[src/rtl/ccdr_pkg.sv]
/*
  Constants, types and geometry of the readout timing controller for a
  frame-interline-transfer imager with an in-register charge multiplier.
  Assumes a 20 MHz system clock and an external ADC on the sensor output.
*/
package ccdr_pkg;
  localparam int CLK_NS = 50;
  localparam int LINE_PIX = 680;
  localparam int LINES = 500;
  localparam int ISO_LINES = 4;
  localparam int DARK_LEFT = 20;
  localparam int DARK_RIGHT = 2;
  localparam int DUMMY_LINES = 2;
  localparam int STORE_ROWS = LINES + ISO_LINES;
  localparam int PD_PULSE_NS = 1000;
  localparam int PD_PULSE_CYC = (PD_PULSE_NS + CLK_NS - 1) / CLK_NS;
  localparam int XFER_CYC = PD_PULSE_CYC + 2 * STORE_ROWS;
  localparam int CYC_PER_US = 1000 / CLK_NS;
  localparam int EXP_MIN_US = 500;
  localparam int EXP_MAX_US = 33333;
  localparam int FRAME_NS = 33333333;
  localparam int FRAME_CYC = FRAME_NS / CLK_NS;
  localparam int ADC_W = 12;
  localparam int FIFO_DEPTH = 16;

  typedef enum logic [1:0] {IGB_LOW, IGB_MID, IGB_HIGH} ccdr_lvl_t;

  typedef struct packed {
    logic image_gate_a;
    ccdr_lvl_t image_gate_b;
    logic storage_gate_a;
    logic storage_gate_b;
    logic serial_gate_a;
    logic serial_gate_b;
    logic multiplier_gate;
    logic reset_gate;
    logic sample_reset;
    logic sample_signal;
  } ccdr_gates_t;

  typedef struct packed {
    logic frame_start;
    logic line_end;
    logic dark;
    logic [ADC_W-1:0] data;
  } ccdr_pix_t;

  typedef struct packed {
    logic interlace;
    logic pix_sum;
    logic mult_en;
  } ccdr_cfg_t;
endpackage : ccdr_pkg

[src/rtl/ccdr_ctrl.sv]
/*
  Readout timing generator: drives image, storage, serial, multiplier and
  reset gates, the CDS strobes, and streams digitised pixels through a FIFO.
  Assumes ADC_DATA is asynchronous to CLK and settled when sample_signal is high.
*/
`timescale 1ns/10ps
`default_nettype none
module ccdr_ctrl #(
  parameter int FRAME_CYC = ccdr_pkg::FRAME_CYC
) (
  input wire logic CLK,
  input wire logic RST,
  input wire logic RUN,
  input wire logic INTERLACE,
  input wire logic PIX_SUM,
  input wire logic MULT_EN,
  input wire logic [15:0] EXPOSURE_US,
  input wire logic [ccdr_pkg::ADC_W-1:0] ADC_DATA,
  output ccdr_pkg::ccdr_gates_t GATES,
  output logic OUT_VALID,
  input wire logic OUT_READY,
  output ccdr_pkg::ccdr_pix_t OUT_PIX
);
  typedef enum logic [2:0] {IDLE, PD_READ, VXFER, LSHIFT, SERIAL, WAIT} ccdr_st_t;
  localparam logic [19:0] FRAME_LAST = 20'(FRAME_CYC - 1);
  localparam logic [19:0] XFER_CYC = 20'(ccdr_pkg::XFER_CYC);
  localparam logic [10:0] LAST_COL = 11'(ccdr_pkg::LINE_PIX - 1);
  localparam logic [10:0] DARK_HI = 11'(ccdr_pkg::LINE_PIX - ccdr_pkg::DARK_RIGHT);
  localparam int A_PD = ccdr_pkg::PD_PULSE_CYC;

  ccdr_st_t st_ff, nxt_st;
  ccdr_pkg::ccdr_cfg_t cfg_ff, nxt_cfg;
  ccdr_pkg::ccdr_gates_t gate_ff, nxt_gate;
  logic [10:0] cnt_ff, nxt_cnt, col_ff, nxt_col;
  logic [9:0] line_ff, nxt_line;
  logic [19:0] tmr_ff, nxt_tmr, clear_at_ff, nxt_clear_at;
  logic [4:0] clr_ff, nxt_clr;
  logic ph_ff, nxt_ph;
  logic [ccdr_pkg::ADC_W-1:0] adc_s1_ff, adc_s2_ff;
  logic push, in_ready, keep, last_line;
  logic [9:0] first_kept;
  logic [15:0] exp_us;
  ccdr_pkg::ccdr_pix_t pix;

  // Output lines per frame include the two pipeline lines of the double-length register.
  function automatic logic [9:0] last_out(input logic il);
    last_out = il ? 10'(ccdr_pkg::STORE_ROWS / 2 + ccdr_pkg::DUMMY_LINES - 1)
                  : 10'(ccdr_pkg::STORE_ROWS + ccdr_pkg::DUMMY_LINES - 1);
  endfunction : last_out

  ////////////////////////////////////////////////////////////////////////////
  // ADC data arrives from pins, so it passes two flip-flops first.
  always_ff @(posedge CLK) begin
    if (RST) begin
      adc_s1_ff <= '0;
      adc_s2_ff <= '0;
    end else begin
      adc_s1_ff <= ADC_DATA;
      adc_s2_ff <= adc_s1_ff;
    end
  end

  ////////////////////////////////////////////////////////////////////////////
  // The first lines out are pipeline fill and then the shielded isolation lines.
  assign first_kept = cfg_ff.interlace ? 10'(ccdr_pkg::DUMMY_LINES + ccdr_pkg::ISO_LINES / 2)
                                       : 10'(ccdr_pkg::DUMMY_LINES + ccdr_pkg::ISO_LINES);
  assign keep = (line_ff >= first_kept);
  assign last_line = (line_ff == last_out(cfg_ff.interlace));
  assign exp_us = (EXPOSURE_US < 16'(ccdr_pkg::EXP_MIN_US)) ? 16'(ccdr_pkg::EXP_MIN_US) :
                  (EXPOSURE_US > 16'(ccdr_pkg::EXP_MAX_US)) ? 16'(ccdr_pkg::EXP_MAX_US) : EXPOSURE_US;

  always_comb begin
    nxt_st = st_ff;
    nxt_cfg = cfg_ff;
    nxt_cnt = cnt_ff;
    nxt_col = col_ff;
    nxt_line = line_ff;
    nxt_ph = ph_ff;
    nxt_clear_at = clear_at_ff;
    nxt_tmr = (tmr_ff == FRAME_LAST) ? tmr_ff : tmr_ff + 1'b1;
    nxt_clr = (clr_ff != '0) ? clr_ff - 1'b1 : clr_ff;
    nxt_gate = '0;
    nxt_gate.image_gate_b = ccdr_pkg::IGB_LOW;
    push = 1'b0;
    pix.frame_start = (line_ff == first_kept) && (col_ff == (cfg_ff.pix_sum ? 11'h001 : 11'h000));
    pix.line_end = (col_ff == LAST_COL);
    pix.dark = (col_ff < 11'(ccdr_pkg::DARK_LEFT)) || (col_ff >= DARK_HI);
    pix.data = adc_s2_ff;
    // Exposure starts at the clear pulse; skipped if it would hit the transfer.
    if (tmr_ff == clear_at_ff && clear_at_ff >= XFER_CYC && clr_ff == '0) begin
      nxt_clr = 5'(ccdr_pkg::PD_PULSE_CYC);
    end
    unique case (st_ff)
      IDLE: begin
        if (RUN) begin
          nxt_st = PD_READ;
        end
      end
      PD_READ: begin
        nxt_gate.image_gate_b = ccdr_pkg::IGB_HIGH;
        if (cnt_ff == '0) begin
          nxt_st = VXFER;
          nxt_cnt = 11'(2 * ccdr_pkg::STORE_ROWS - 1);
        end else begin
          nxt_cnt = cnt_ff - 1'b1;
        end
      end
      VXFER: begin
        // Image and storage gates step together at full clock rate.
        nxt_gate.image_gate_a = cnt_ff[0];
        nxt_gate.storage_gate_a = cnt_ff[0];
        nxt_gate.image_gate_b = cnt_ff[0] ? ccdr_pkg::IGB_LOW : ccdr_pkg::IGB_MID;
        nxt_gate.storage_gate_b = !cnt_ff[0];
        nxt_cnt = cnt_ff - 1'b1;
        if (cnt_ff == '0) begin
          nxt_st = LSHIFT;
          nxt_line = '0;
          nxt_cnt = cfg_ff.interlace ? 11'h003 : 11'h001;
        end
      end
      LSHIFT: begin
        // Two storage shifts in pseudo-interlace sum two lines in the register.
        nxt_gate.storage_gate_a = cnt_ff[0];
        nxt_gate.storage_gate_b = !cnt_ff[0];
        nxt_cnt = cnt_ff - 1'b1;
        if (cnt_ff == '0) begin
          nxt_st = SERIAL;
          nxt_col = '0;
          nxt_ph = 1'b0;
        end
      end
      SERIAL: begin
        if (!ph_ff) begin
          nxt_gate.serial_gate_a = 1'b1;
          nxt_gate.reset_gate = !(cfg_ff.pix_sum && col_ff[0]);
          nxt_gate.sample_reset = nxt_gate.reset_gate;
          nxt_ph = 1'b1;
        end else begin
          nxt_gate.serial_gate_b = 1'b1;
          nxt_gate.multiplier_gate = cfg_ff.mult_en;
          nxt_gate.sample_signal = 1'b1;
          push = keep && (!cfg_ff.pix_sum || col_ff[0]);
          // Back-pressure freezes the serial clocks rather than dropping a pixel.
          if (!push || in_ready) begin
            nxt_ph = 1'b0;
            nxt_col = col_ff + 1'b1;
            if (col_ff == LAST_COL) begin
              nxt_line = line_ff + 1'b1;
              nxt_st = last_line ? WAIT : LSHIFT;
              nxt_cnt = cfg_ff.interlace ? 11'h003 : 11'h001;
            end
          end
        end
      end
      WAIT: begin
        if (tmr_ff == FRAME_LAST) begin
          nxt_st = RUN ? PD_READ : IDLE;
        end
      end
    endcase
    if (nxt_st == PD_READ && st_ff != PD_READ) begin
      // Mode and exposure are latched per frame.
      nxt_cnt = 11'(ccdr_pkg::PD_PULSE_CYC - 1);
      nxt_tmr = '0;
      nxt_clr = '0;
      nxt_cfg = '{interlace: INTERLACE, pix_sum: PIX_SUM, mult_en: MULT_EN};
      // The product needs 20 bits; a 16-bit multiply would wrap above about 3.3 ms.
      nxt_clear_at = 20'(FRAME_CYC) - 20'(exp_us) * 20'(ccdr_pkg::CYC_PER_US);
    end
    if (clr_ff != '0) begin
      nxt_gate.image_gate_b = ccdr_pkg::IGB_HIGH;
    end
  end

  always_ff @(posedge CLK) begin
    if (RST) begin
      st_ff <= IDLE;
      cfg_ff <= '0;
      gate_ff <= '0;
      cnt_ff <= '0;
      col_ff <= '0;
      line_ff <= '0;
      tmr_ff <= '0;
      clear_at_ff <= '0;
      clr_ff <= '0;
      ph_ff <= 1'b0;
    end else begin
      st_ff <= nxt_st;
      cfg_ff <= nxt_cfg;
      gate_ff <= nxt_gate;
      cnt_ff <= nxt_cnt;
      col_ff <= nxt_col;
      line_ff <= nxt_line;
      tmr_ff <= nxt_tmr;
      clear_at_ff <= nxt_clear_at;
      clr_ff <= nxt_clr;
      ph_ff <= nxt_ph;
    end
  end

  assign GATES = gate_ff;

  ////////////////////////////////////////////////////////////////////////////
  ccdr_fifo #(.W($bits(ccdr_pkg::ccdr_pix_t)), .D(ccdr_pkg::FIFO_DEPTH)) u_fifo (
    .CLK(CLK),
    .RST(RST),
    .IN_VALID(push),
    .IN_READY(in_ready),
    .IN_DATA(pix),
    .OUT_VALID(OUT_VALID),
    .OUT_READY(OUT_READY),
    .OUT_DATA(OUT_PIX)
  );
endmodule : ccdr_ctrl
`default_nettype wire

[src/rtl/ccdr_fifo.sv]
/*
  Synchronous FIFO with valid/ready on both sides.
  Assumes one clock and a synchronous active-high reset.
*/
`timescale 1ns/10ps
`default_nettype none
module ccdr_fifo #(
  parameter int W = 15,
  parameter int D = 16
) (
  input wire logic CLK,
  input wire logic RST,
  input wire logic IN_VALID,
  output logic IN_READY,
  input wire logic [W-1:0] IN_DATA,
  output logic OUT_VALID,
  input wire logic OUT_READY,
  output logic [W-1:0] OUT_DATA
);
  localparam int AW = $clog2(D);
  logic [W-1:0] mem_ff [D];
  logic [W-1:0] nxt_mem [D];
  logic [AW-1:0] wr_ff, rd_ff, nxt_wr, nxt_rd;
  logic [AW:0] cnt_ff, nxt_cnt;
  logic push, pop;

  assign IN_READY = (cnt_ff != (AW+1)'(D));
  assign OUT_VALID = (cnt_ff != '0);
  assign OUT_DATA = mem_ff[rd_ff];
  assign push = IN_VALID && IN_READY;
  assign pop = OUT_VALID && OUT_READY;

  always_comb begin
    nxt_mem = mem_ff;
    nxt_wr = wr_ff;
    nxt_rd = rd_ff;
    nxt_cnt = cnt_ff;
    if (push) begin
      nxt_mem[wr_ff] = IN_DATA;
      nxt_wr = (wr_ff == AW'(D - 1)) ? '0 : wr_ff + 1'b1;
    end
    if (pop) begin
      nxt_rd = (rd_ff == AW'(D - 1)) ? '0 : rd_ff + 1'b1;
    end
    nxt_cnt = cnt_ff + (AW+1)'(push) - (AW+1)'(pop);
  end

  always_ff @(posedge CLK) begin
    mem_ff <= nxt_mem;
    if (RST) begin
      wr_ff <= '0;
      rd_ff <= '0;
      cnt_ff <= '0;
    end else begin
      wr_ff <= nxt_wr;
      rd_ff <= nxt_rd;
      cnt_ff <= nxt_cnt;
    end
  end
endmodule : ccdr_fifo
`default_nettype wire

[config.mk]
export PLATFORM = sky130hd
export DESIGN_NAME = ccdr_ctrl
export DESIGN_NICKNAME = d
export VERILOG_FILES = /design/src/rtl/ccdr_pkg.sv /design/src/rtl/ccdr_ctrl.sv /design/src/rtl/ccdr_fifo.sv
export SDC_FILE = /design/constraint.sdc
export NUM_CORES = 1
export LEC_CHECK = 0
export BUFFER_PORTS_ARGS = -buffer_cell sky130_fd_sc_hd__buf_4
export CORE_AREA = 5 5 249 251
export DETAILED_ROUTE_END_ITERATION = 8
export DIE_AREA = 0 0 254 256
export GPL_ROUTABILITY_DRIVEN = 0
export PLACE_DENSITY = 0.51
export SLEW_MARGIN = 10
export SYNTH_ARGS = -nofsm -noshare
export SYNTH_HDL_FRONTEND = slang
export SYNTH_SLANG_ARGS = --single-unit
[constraint.sdc]
create_clock -name CLK -period 5.1 [get_ports CLK]
set_input_delay 0.51 -clock CLK [delete_from_list [all_inputs] [get_ports CLK]]
set_output_delay 0.51 -clock CLK [all_outputs]
set_load 0.03 [all_outputs]
After elaboration in Yosys (flattened, before gate mapping) --
Index checks and enable logic that the tools add are counted.
Storage, ports and cells: output and inout bits 27, bits of input ports 35, bits in registers 371
Operators by class: reductions and logical operators 40, bitwise gates (word level) 6, $mul 1, equality and inequality tests 24, $lt $le $gt $ge 9, add/sub/neg operators 10, muxes and demuxes 55
Operator list (number):
- $bwmux 240 | 1
- $mux 11 | 8
- $bmux 15 s4 | 1
- $demux 15 s4 | 1
- $mux 15 | 3
- $pmux 11 s4 | 1
- $mux 10 | 4
- $mux 16 | 2
- $mux 3 | 9
- $pmux 11 s2 | 1
- $add 20x1->20 const B | 1
- $eq 20x20->1 | 1
- $eq 20x20->1 const B | 1
- $ge 20x11->1 const B | 1
- $pmux 10 s2 | 1
- $sub 20x20->20 const A | 1
- $mul 16x3->18 const B | 1
- $pmux 3 s6 | 1
- $gt 16x16->1 const B | 1
- $lt 16x9->1 const B | 1
- $mux 5 | 3
- $reduce_bool 5->1 | 3
- $reduce_and 4->1 | 3
- $reduce_or 2->1 | 6
- 45 further kinds | 89

Logic depth before layout (Yosys ltp) --
Gate-level depths: netlist (run 1).
depth after elaboration 12, depth in mapped cells 17, gate-level depth less buffers 17

By module --
Synthesis (run 1) repeated with hierarchy kept, for this count alone.
Unflattened totals: cell total of the unflattened synthesis 1284, area total of the unflattened synthesis 16483.3 um^2
By module, submodules not included:
- ccdr_fifo | cells an instance 473, instances 1, area each 9831.9 um^2
- ccdr_ctrl | cells an instance 811, instances 1, area each 6651.4 um^2

Worst setup path after synthesis (run 1) --
No wires, ideal clock.
path kind input -> register, start in EXPOSURE_US[4], end reg clear_at_ff[19], arrival 4.163 ns, library setup time 0.073 ns, cell stages on the path 17, buffers on the path 0, required time 5.027 ns, setup slack 0.864 ns, cell sequence nand2_1 -> or3_1 -> and2_1 -> nor2b_1 -> nand2b_1 -> ha_1 -> ha_1 -> fa_1 -> a211oi_1 -> o21bai_1 -> a21oi_1 -> xnor2_1 -> o211ai_1 -> a21boi_0 -> o31ai_1 -> a2111o_1 -> o211ai_2
Between the ends: longest elaborated chain between the ends 5, elaborated cells between the ends (all ways) 6, classes of those cells add/sub (1); mul (1); order compare (2); mux (2)
Ends and longest elaborated chain:
- start: declaration | RTL line ccdr_ctrl.sv:17 | input wire logic [15:0] EXPOSURE_US,
- $gt 16x16->1 | RTL line ccdr_ctrl.sv:70 | (EXPOSURE_US > 16'(ccdr_pkg::EXP_MAX_US)) ? 16'(ccdr_pkg::EXP_MAX_US) : EXPOSURE_US;
- $mux 16 | RTL line ccdr_ctrl.sv:70
- $mux 16 * | RTL line ccdr_ctrl.sv:69 | assign exp_us = (EXPOSURE_US < 16'(ccdr_pkg::EXP_MIN_US)) ? 16'(ccdr_pkg::EXP_MIN_US) :
- $mul 16x3->18 * | RTL line ccdr_ctrl.sv:168 | nxt_clear_at = 20'(FRAME_CYC) - 20'(exp_us) * 20'(ccdr_pkg::CYC_PER_US);
- $sub 20x20->20 * | RTL line ccdr_ctrl.sv:168
- end signal: assignment | RTL line ccdr_ctrl.sv:195 | clear_at_ff <= nxt_clear_at;
- end: declaration | RTL line ccdr_ctrl.sv:36 | logic [19:0] tmr_ff, nxt_tmr, clear_at_ff, nxt_clear_at;
Every way passes the cells marked *; elsewhere a longest branch is shown, timed or not. A chain may end at the register's enable or synchronous reset.

Worst setup path in the final report (run 1) --
start in EXPOSURE_US[14], end reg clear_at_ff[19]
The elaborated chain is that of the path after synthesis.

==> results of run 1 <==
-- sequential cells by signal (all words and copies together), names as in the netlist --
signal / count
cfg_ff: 3
u_fifo.wr_ff: 4
u_fifo.mem_ff: 240
st_ff: 3
tmr_ff: 20
adc_s1_ff: 12
clear_at_ff: 19
clr_ff: 5
line_ff: 10
u_fifo.cnt_ff: 5
u_fifo.rd_ff: 4
col_ff: 11
adc_s2_ff: 12
cnt_ff: 11
GATES: 9
ph_ff: 1
-- cell type report --
class	instances	area share, %
Tap cell	782	5.09
Timing Repair Buffer	88	3.56
Clock buffer	56	5.95
Inverter	29	0.566
Multi-Input combinational cell	764	32.9
Clock inverter	18	1.05
Sequential cell	369	50.9
-- metrics by stage --
step	instances	setup WS, ns	hold WS, ns
floorplan	1213	0.864	0.414
global placement	2032	0.220	0.429
detailed placement	2032	0.181	0.427
CTS	2106	0.747	0.150
global route	2106	0.383	0.157
finish	2106	0.737	0.170
-- final timing paths --
kind                                 startpoint                end  cells after the start
worst max-delay path            EXPOSURE_US[14]    clear_at_ff[19]                     18
worst min-delay path                ADC_DATA[2]       adc_s1_ff[2]                      2
worst max register to register         st_ff[1]  u_fifo.mem_ff[57]                      8
worst min register to register     adc_s1_ff[1]       adc_s2_ff[1]                      1
-- cells in the final DEF, fill, tap and decap left out, types with 9 or more instances in the layout --
master / count
edfxtp_1: 240
nand2b_1: 15
dfxtp_1: 127
nor3_1: 35
a21o_1: 10
xor2_1: 59
buf_4: 86
inv_1: 28
nor2b_1: 32
nor4_1: 17
a21oi_1: 44
clkbuf_16: 41
mux2i_1: 20
or3_1: 10
and2_1: 17
nand3_1: 23
ha_1: 49
a31oi_1: 9
and3_1: 11
nor2_1: 129
nand2_1: 46
o21ai_0: 24
xnor2_1: 23
mux4_2: 75
-- cells by family (layout without fill, tap and decap cells) --
| family | count (synthesis) | after routing | synth area share [%] |
|---|---|---|---|
| AND/OR/NAND/NOR | 387 | 387 | 12.4 |
| flip-flops | 369 | 369 | 59.6 |
| AO/OA/AOI/OAI | 147 | 147 | 5.92 |
| multiplexers | 96 | 96 | 11.6 |
| XOR/XNOR | 83 | 83 | 4.51 |
| buffers and inverters | 80 | 191 | 2.07 |
| adder cells (fa/ha/maj) | 51 | 51 | 3.98 |
-- power by group through the flow --
stage	Combinational (W)	Clock (W)	Sequential, W
2_1_floorplan	0.00206	0	0.00351
3_3_place_gp	0.00248	0	0.00363
3_5_place_dp	0.00250	0	0.00363
4_1_cts	0.00251	0.00302	0.00357
5_1_grt	0.00275	0.00315	0.00360
6_report	0.00248	0.00292	0.00356
-- per-layer routing --
| metal | up-vias | GRT usage [%] | share of wire, % |
|---|---|---|---|
| met4 | 0 | 2.22 | 1.5 |
| met5 | - | 0 | 0 |
| met2 | 171 | 18.8 | 49 |
| li1 | 4725 | - | - |
| met3 | 45 | 2.21 | 4.4 |
| met1 | 4983 | 15.5 | 46 |
==> summary.md, run 1 <==
| Metric | Value |
|---|---|
| Setup TNS | `0 ns` |
| Initial Util | `27.5%` |
| Slowest CP cell | `a31oi_1` |
| Dpl cell area | `17900 um2` |
| Clk slew on worst S/H paths | `roughly 0.06 ns` |
| P&R area growth vs syn | `17.1%` |
| Post-synthesis cell area | `16400 um2` |
| Worst path arrival time | `roughly 4.8 ns` |
| Max-slew violations | `0` |
| Status | `finished clean` |
| Max H-tree Level | `2` |
| Final instance area | `19200 um2` |
| Post-Syn Nets | `1299` |
| GRT Overall Usage | `11.3%` |
| Comb pwr share | `27.6%` |
| EDFF count, synth | `240` |
| First-pass GRT wire length | `58600 um` |
| Num rows | `90` |
| Maximum vdd drop | `0.349 mV` |
| Worst setup path class | `in -> reg` |
| Top Family by Delay on Critical Path | `compound AO/OA/AOI/OAI gates` |
| Yosys top cell area share | `43.9%` |
| Sequential fraction of the synthesis area | `59.6%` |
| Post-route clock period utilization | `85.5%` |
| Slew Limit Headroom | `38.7%` |
| Clk network pwr share | `between 30% and 40%` |
| Final core utilization | `32.2%` |
| Initial DRC Count | `655` |
| Antenna violation net count after detailed routing | `0` |
| Final setup fails | `0` |
| Maxcap violations | `0` |
| Core ar. | `slightly below 60000 um2` |
| Sw Share | `31.2%` |
| I/O pin count | `between 60 and 70` |
| Crit path launch type | `primary input` |
| # hold bufs at CTS | `0` |
| Clk_skew | `0.0190 ns` |
| Hold Fails Final Rpt | `0` |
| Area leader, netlist | `edfxtp_1` |
| Worst reg-to-reg setup slack | `between 1 and 1.5 ns` |
| Worst slew pin tran | `between 0.9 and 1 ns` |
| Via Count | `roughly 9900` |
| Residual DRC | `0` |
| Final Power | `roughly 0.009 W` |
| Post-CTS sizing | `0` |
| Synth Flop Type | `edfxtp_1` |
| RSZ-0062 raised after global routing | `false` |
| Clk buf depth | `3` |
| Input/output buffers | `61` |
| Cell with the most instances after synthesis | `edfxtp_1` |
| Max Clk Rate | `229 MHz` |
| CP required | `5.57 ns` |
| Fillers | `slightly below 6000` |
| Initial antenna violation count | `0` |
| CP Buf/Inv Count | `1` |
| Synth area leaders | `edfxtp_1 44%, dfxtp_1 16%, mux4_2 10%, ha_1 3.7%, xor2_1 3.1%` |
| Nets@finish | `~1400` |
| CTS tree | `built` |
| Multi-input gate area | `roughly 6300 um2` |
| Die ar. | `approximately 65000 um2` |
| Power Dens Cells | `466 nW/um2` |
| Minimum clock period | `roughly 4.4 ns` |
| Psw | `between 0.002 and 0.003 W` |
| Flop pwr share | `39.8%` |
| Clk sinks | `369` |
| WL final | `37400 um` |
| Crit path max fanout | `6` |
| Leakage | `6.69 nW` |
| Die Span X | `between 200 and 300 um` |
| Worst Setup End Kind | `flop` |
| Post-CTS setup buffers | `0` |
| Critical path, cell by cell | `buf_4, nor3_1, a21boi_0, a31oi_1, nor2b_1, nand2b_1, ha_1, ha_1, fa_1, a211oi_1, nor3b_1, o2111ai_1, and2_1, o31ai_1, nor3_1, o31ai_1, a2111o_1, o211ai_2` |
| Post-synthesis instance total | `1213` |
| Synth cell count leaders | `240 x edfxtp_1, 130 x nor2_1, 129 x dfxtp_1` |
| Synth Area per Inst | `13.5 um2` |
| CTS root buffer | `clkbuf_16` |
| Diode count | `0` |
| Hpwl dp | `23200 um` |
| Pre-Repair DR Iteration Count | `6` |
| Share of cells above drive strength 1 | `between 10% and 20%` |
| CP max stage delay | `0.53 ns` |
| Hold WC Path Type | `in -> reg` |
| Yosys warns | `0` |
| TritonCTS Buffers | `40` |
| #FFs+latches synth | `369` |
| Fraction of registers with async set/reset | `0%` |
| Largest net degree at the start of global routing | `73` |
| Vias/cell | `4.71` |
| Reg area | `9790 um2` |
| Clk Latency, worst-skew pair | `0.55 ns` |
| Cell internal pwr | `0.00616 W` |
| Vias in the first global route | `10123` |
| Grt total ovfl | `0` |
| Routed len/inst | `around 18 um` |
| Post-synthesis cell type count | `74` |
| Die height | `256 um` |
Note: power is estimated with default switching activity, not from simulation.
==> inputs of run 2 (changes only) <==
--- a/config.mk
+++ b/config.mk
@@ -6,11 +6,13 @@
 export NUM_CORES = 1
 export LEC_CHECK = 0
 export BUFFER_PORTS_ARGS = -buffer_cell sky130_fd_sc_hd__buf_4
+export CELL_PAD_IN_SITES_DETAIL_PLACEMENT = 1
+export CELL_PAD_IN_SITES_GLOBAL_PLACEMENT = 1
 export CORE_AREA = 5 5 249 251
 export DETAILED_ROUTE_END_ITERATION = 8
 export DIE_AREA = 0 0 254 256
 export GPL_ROUTABILITY_DRIVEN = 0
-export PLACE_DENSITY = 0.51
+export PLACE_DENSITY = 0.57
 export SLEW_MARGIN = 10
 export SYNTH_ARGS = -nofsm -noshare
 export SYNTH_HDL_FRONTEND = slang
==> run 2 against run 1 <==
Against the previous run:
- clock power barely moved
- count of clock-buffer cells in the layout down 3
- via count is 0.92% higher
- cell count barely moved
- die area did not move
- sequential power about the same
- non-clock buffer count rose by 3
- power grew 0.54%
- clock skew is 0.00069 ns higher
- maximum frequency is 6.6% higher
- largest cell class unchanged
==> summary.md, run 2 (synthesized netlist as in run 1, its figures left out) <==
| Metric | Value |
|---|---|
| Critical R2R Launch | `st_ff[1]` |
| Final core utilization | `between 30% and 40%` |
| Minimum clock period | `4.09 ns` |
| Core ar. | `59700 um2` |
| Nets@finish | `around 1400` |
| Clk Latency, worst-skew pair | `0.55 ns` |
| Setup slack after layout | `1.01 ns` |
| Residual DRC | `0` |
| Post-CTS sizing | `0` |
| Setup TNS | `0 ns` |
| Vias in the first global route | `10679` |
| Pre-Repair DR Iteration Count | `4` |
| WL final | `40000 um` |
| Via Count | `roughly 10000` |
| Die Span X | `254 um` |
| Maxcap violations | `0` |
| Clk slew on worst S/H paths | `0.06 ns` |
| Commonest non-fill, non-tap cells in the layout | `240 x edfxtp_1, 127 x dfxtp_1, 120 x nor2_1` |
| Initial antenna violation count | `0` |
| Finished Layout Cells | `roughly 2100` |
| Die ar. | `around 65000 um2` |
| Placed cells | `2035` |
| # hold bufs at CTS | `0` |
| Biggest register | `u_fifo.mem_ff` |
| Psw | `0.00285 W` |
| CTS tree | `built` |
| Clk sinks | `369` |
| GRT Overall Usage | `12.2%` |
| Share of cells above drive strength 1 | `19.5%` |
| Sw Share | `31.6%` |
| Status | `finished clean` |
| Flop pwr share | `between 30% and 40%` |
| I/O pin count | `62` |
| Max H-tree Level | `2` |
| Largest register FFs | `240` |
| Worst reg-to-reg setup slack | `1.26 ns` |
| Vias/cell | `4.75` |
| Crit path launch type | `primary input` |
| Max Clk Rate | `244 MHz` |
| P&R area growth vs syn | `17.1%` |
| Most common cell after layout, fill and taps aside | `edfxtp_1` |
| TritonCTS Buffers | `40` |
| Hold slack | `0.169 ns` |
| Routed len/inst | `between 15 and 20 um` |
| Pre-CTS setup slack | `between 0.4 and 0.5 ns` |
| Min-Delay Path Depth | `2` |
| CP required | `5.54 ns` |
| Die height | `256 um` |
| Clk network pwr share | `roughly a third` |
| Hold Fails Final Rpt | `0` |
| Initial Util | `between 20 and 30%` |
| Clk buf depth | `3` |
| Cell internal pwr | `approximately 0.006 W` |
| Leakage | `~6.7 nW` |
| Met1 Usage GRT | `16.9%` |
| Maximum vdd drop | `0.310 mV` |
| Hpwl dp | `25700 um` |
| Max-slew violations | `0` |
| GR Util met3 | `2.07%` |
| Diode count | `0` |
| Worst setup path class | `in -> reg` |
| Crit path max fanout | `4` |
| Post-CTS setup buffers | `0` |
| Reg2Reg Depth | `8` |
| Largest net degree at the start of global routing | `63` |
| Slew Limit Headroom | `a little under a third` |
| Hold WC Path Type | `in -> reg` |
| Initial DRC Count | `466` |
| Slowest CP cell | `fa_1` |
| RSZ-0062 raised after global routing | `false` |
| Input/output buffers | `61` |
| CP max stage delay | `0.44 ns` |
| Power Dens Cells | `468 nW/um2` |
| Hold EP | `adc_s1_ff[2]` |
| GR peak layer | `met2` |
| Num rows | `90` |
| Worst slew pin tran | `around 1.0 ns` |
| Critical path, cell by cell | `buf_4, nor3_1, a21boi_0, a31oi_1, nor2b_1, nand2b_1, ha_1, ha_1, fa_1, xnor2_1, nand2b_1, o21bai_1, a221o_1, o211ai_1, a21boi_0, buf_4, or4_1, a311oi_1` |
| Clk_skew | `0.0197 ns` |
| Antenna violation net count after detailed routing | `0` |
| Final setup fails | `0` |
| Biggest regs | `u_fifo.mem_ff (240), tmr_ff (20), clear_at_ff (19)` |
| Critical R2R Capture | `u_fifo.mem_ff[65]` |
| Grt total ovfl | `0` |
| Worst Setup End Kind | `flop` |
| Comb pwr share | `a little over a quarter` |
| Worst path arrival time | `between 4 and 5 ns` |
| Met2 usage | `20.1%` |
| CTS root buffer | `clkbuf_16` |
| First-pass GRT wire length | `63100 um` |
| Post-route clock period utilization | `80.3%` |
| Min-delay src | `ADC_DATA[2]` |
## run 2: cell count changes in the layout (fill, tap and decap cells not counted), moves of 2 or more
cell	before	now
inv_16	0	2
nor2_1	129	120
clkinv_1	8	10
clkbuf_8	6	3
nor2_2	1	10
buf_4	86	91
buf_12	2	0
## run 2: worst max path at each step
stage / from / end / slack [ns]
after global placement: EXPOSURE_US[14] / clear_at_ff[19] / 0.48
after global routing: EXPOSURE_US[14] / clear_at_ff[19] / 0.51
after detailed placement: EXPOSURE_US[14] / clear_at_ff[17] / 0.42
after CTS: EXPOSURE_US[14] / clear_at_ff[19] / 0.98
after floorplan: EXPOSURE_US[4] / clear_at_ff[19] / 0.86
final: EXPOSURE_US[14] / clear_at_ff[17] / 1.01
## run 2: power by group through the flow
stage / clock network, W / registers [W] / logic (W)
after CTS: 0.00305 / 0.00360 / 0.00253
final: 0.00295 / 0.00359 / 0.00247
after global placement: 0 / 0.00365 / 0.00247
after detailed placement: 0 / 0.00366 / 0.00251
after floorplan: 0 / 0.00351 / 0.00206
after global routing: 0.00318 / 0.00362 / 0.00277
## run 2: routing by layer
metal	part of all wire, %	up-vias
met1	47	5105
met2	48	134
met4	1.8	0
li1	-	4723
met5	0	-
met3	3.2	53
## run 2: area by class of cell
type | instances | area, um2
Fill cell | 6380 | 40500
Sequential cell | 369 | 9790
Multi-Input combinational cell | 764 | 6340
Clock buffer | 53 | 1100
Tap cell | 782 | 978
Timing Repair Buffer | 91 | 683
Clock inverter | 20 | 221
Inverter | 29 | 109
## run 2: stage by stage
stage | power [W] | instance area (um2)
floorplan | 0.00557 | 16400
global placement | 0.00613 | 17900
detailed placement | 0.00617 | 17900
CTS | 0.00918 | 19200
global route | 0.00957 | 19200
finish | 0.00901 | 19200
## run 2: worst max-delay path: cells and delay by family
kind / cells / cell delay [ns]
simple gates: 5 / 1.06
compound gates: 7 / 1.57
buf+inv: 2 / 0.29
xor+xnor: 1 / 0.24
fa+ha+maj: 3 / 0.86
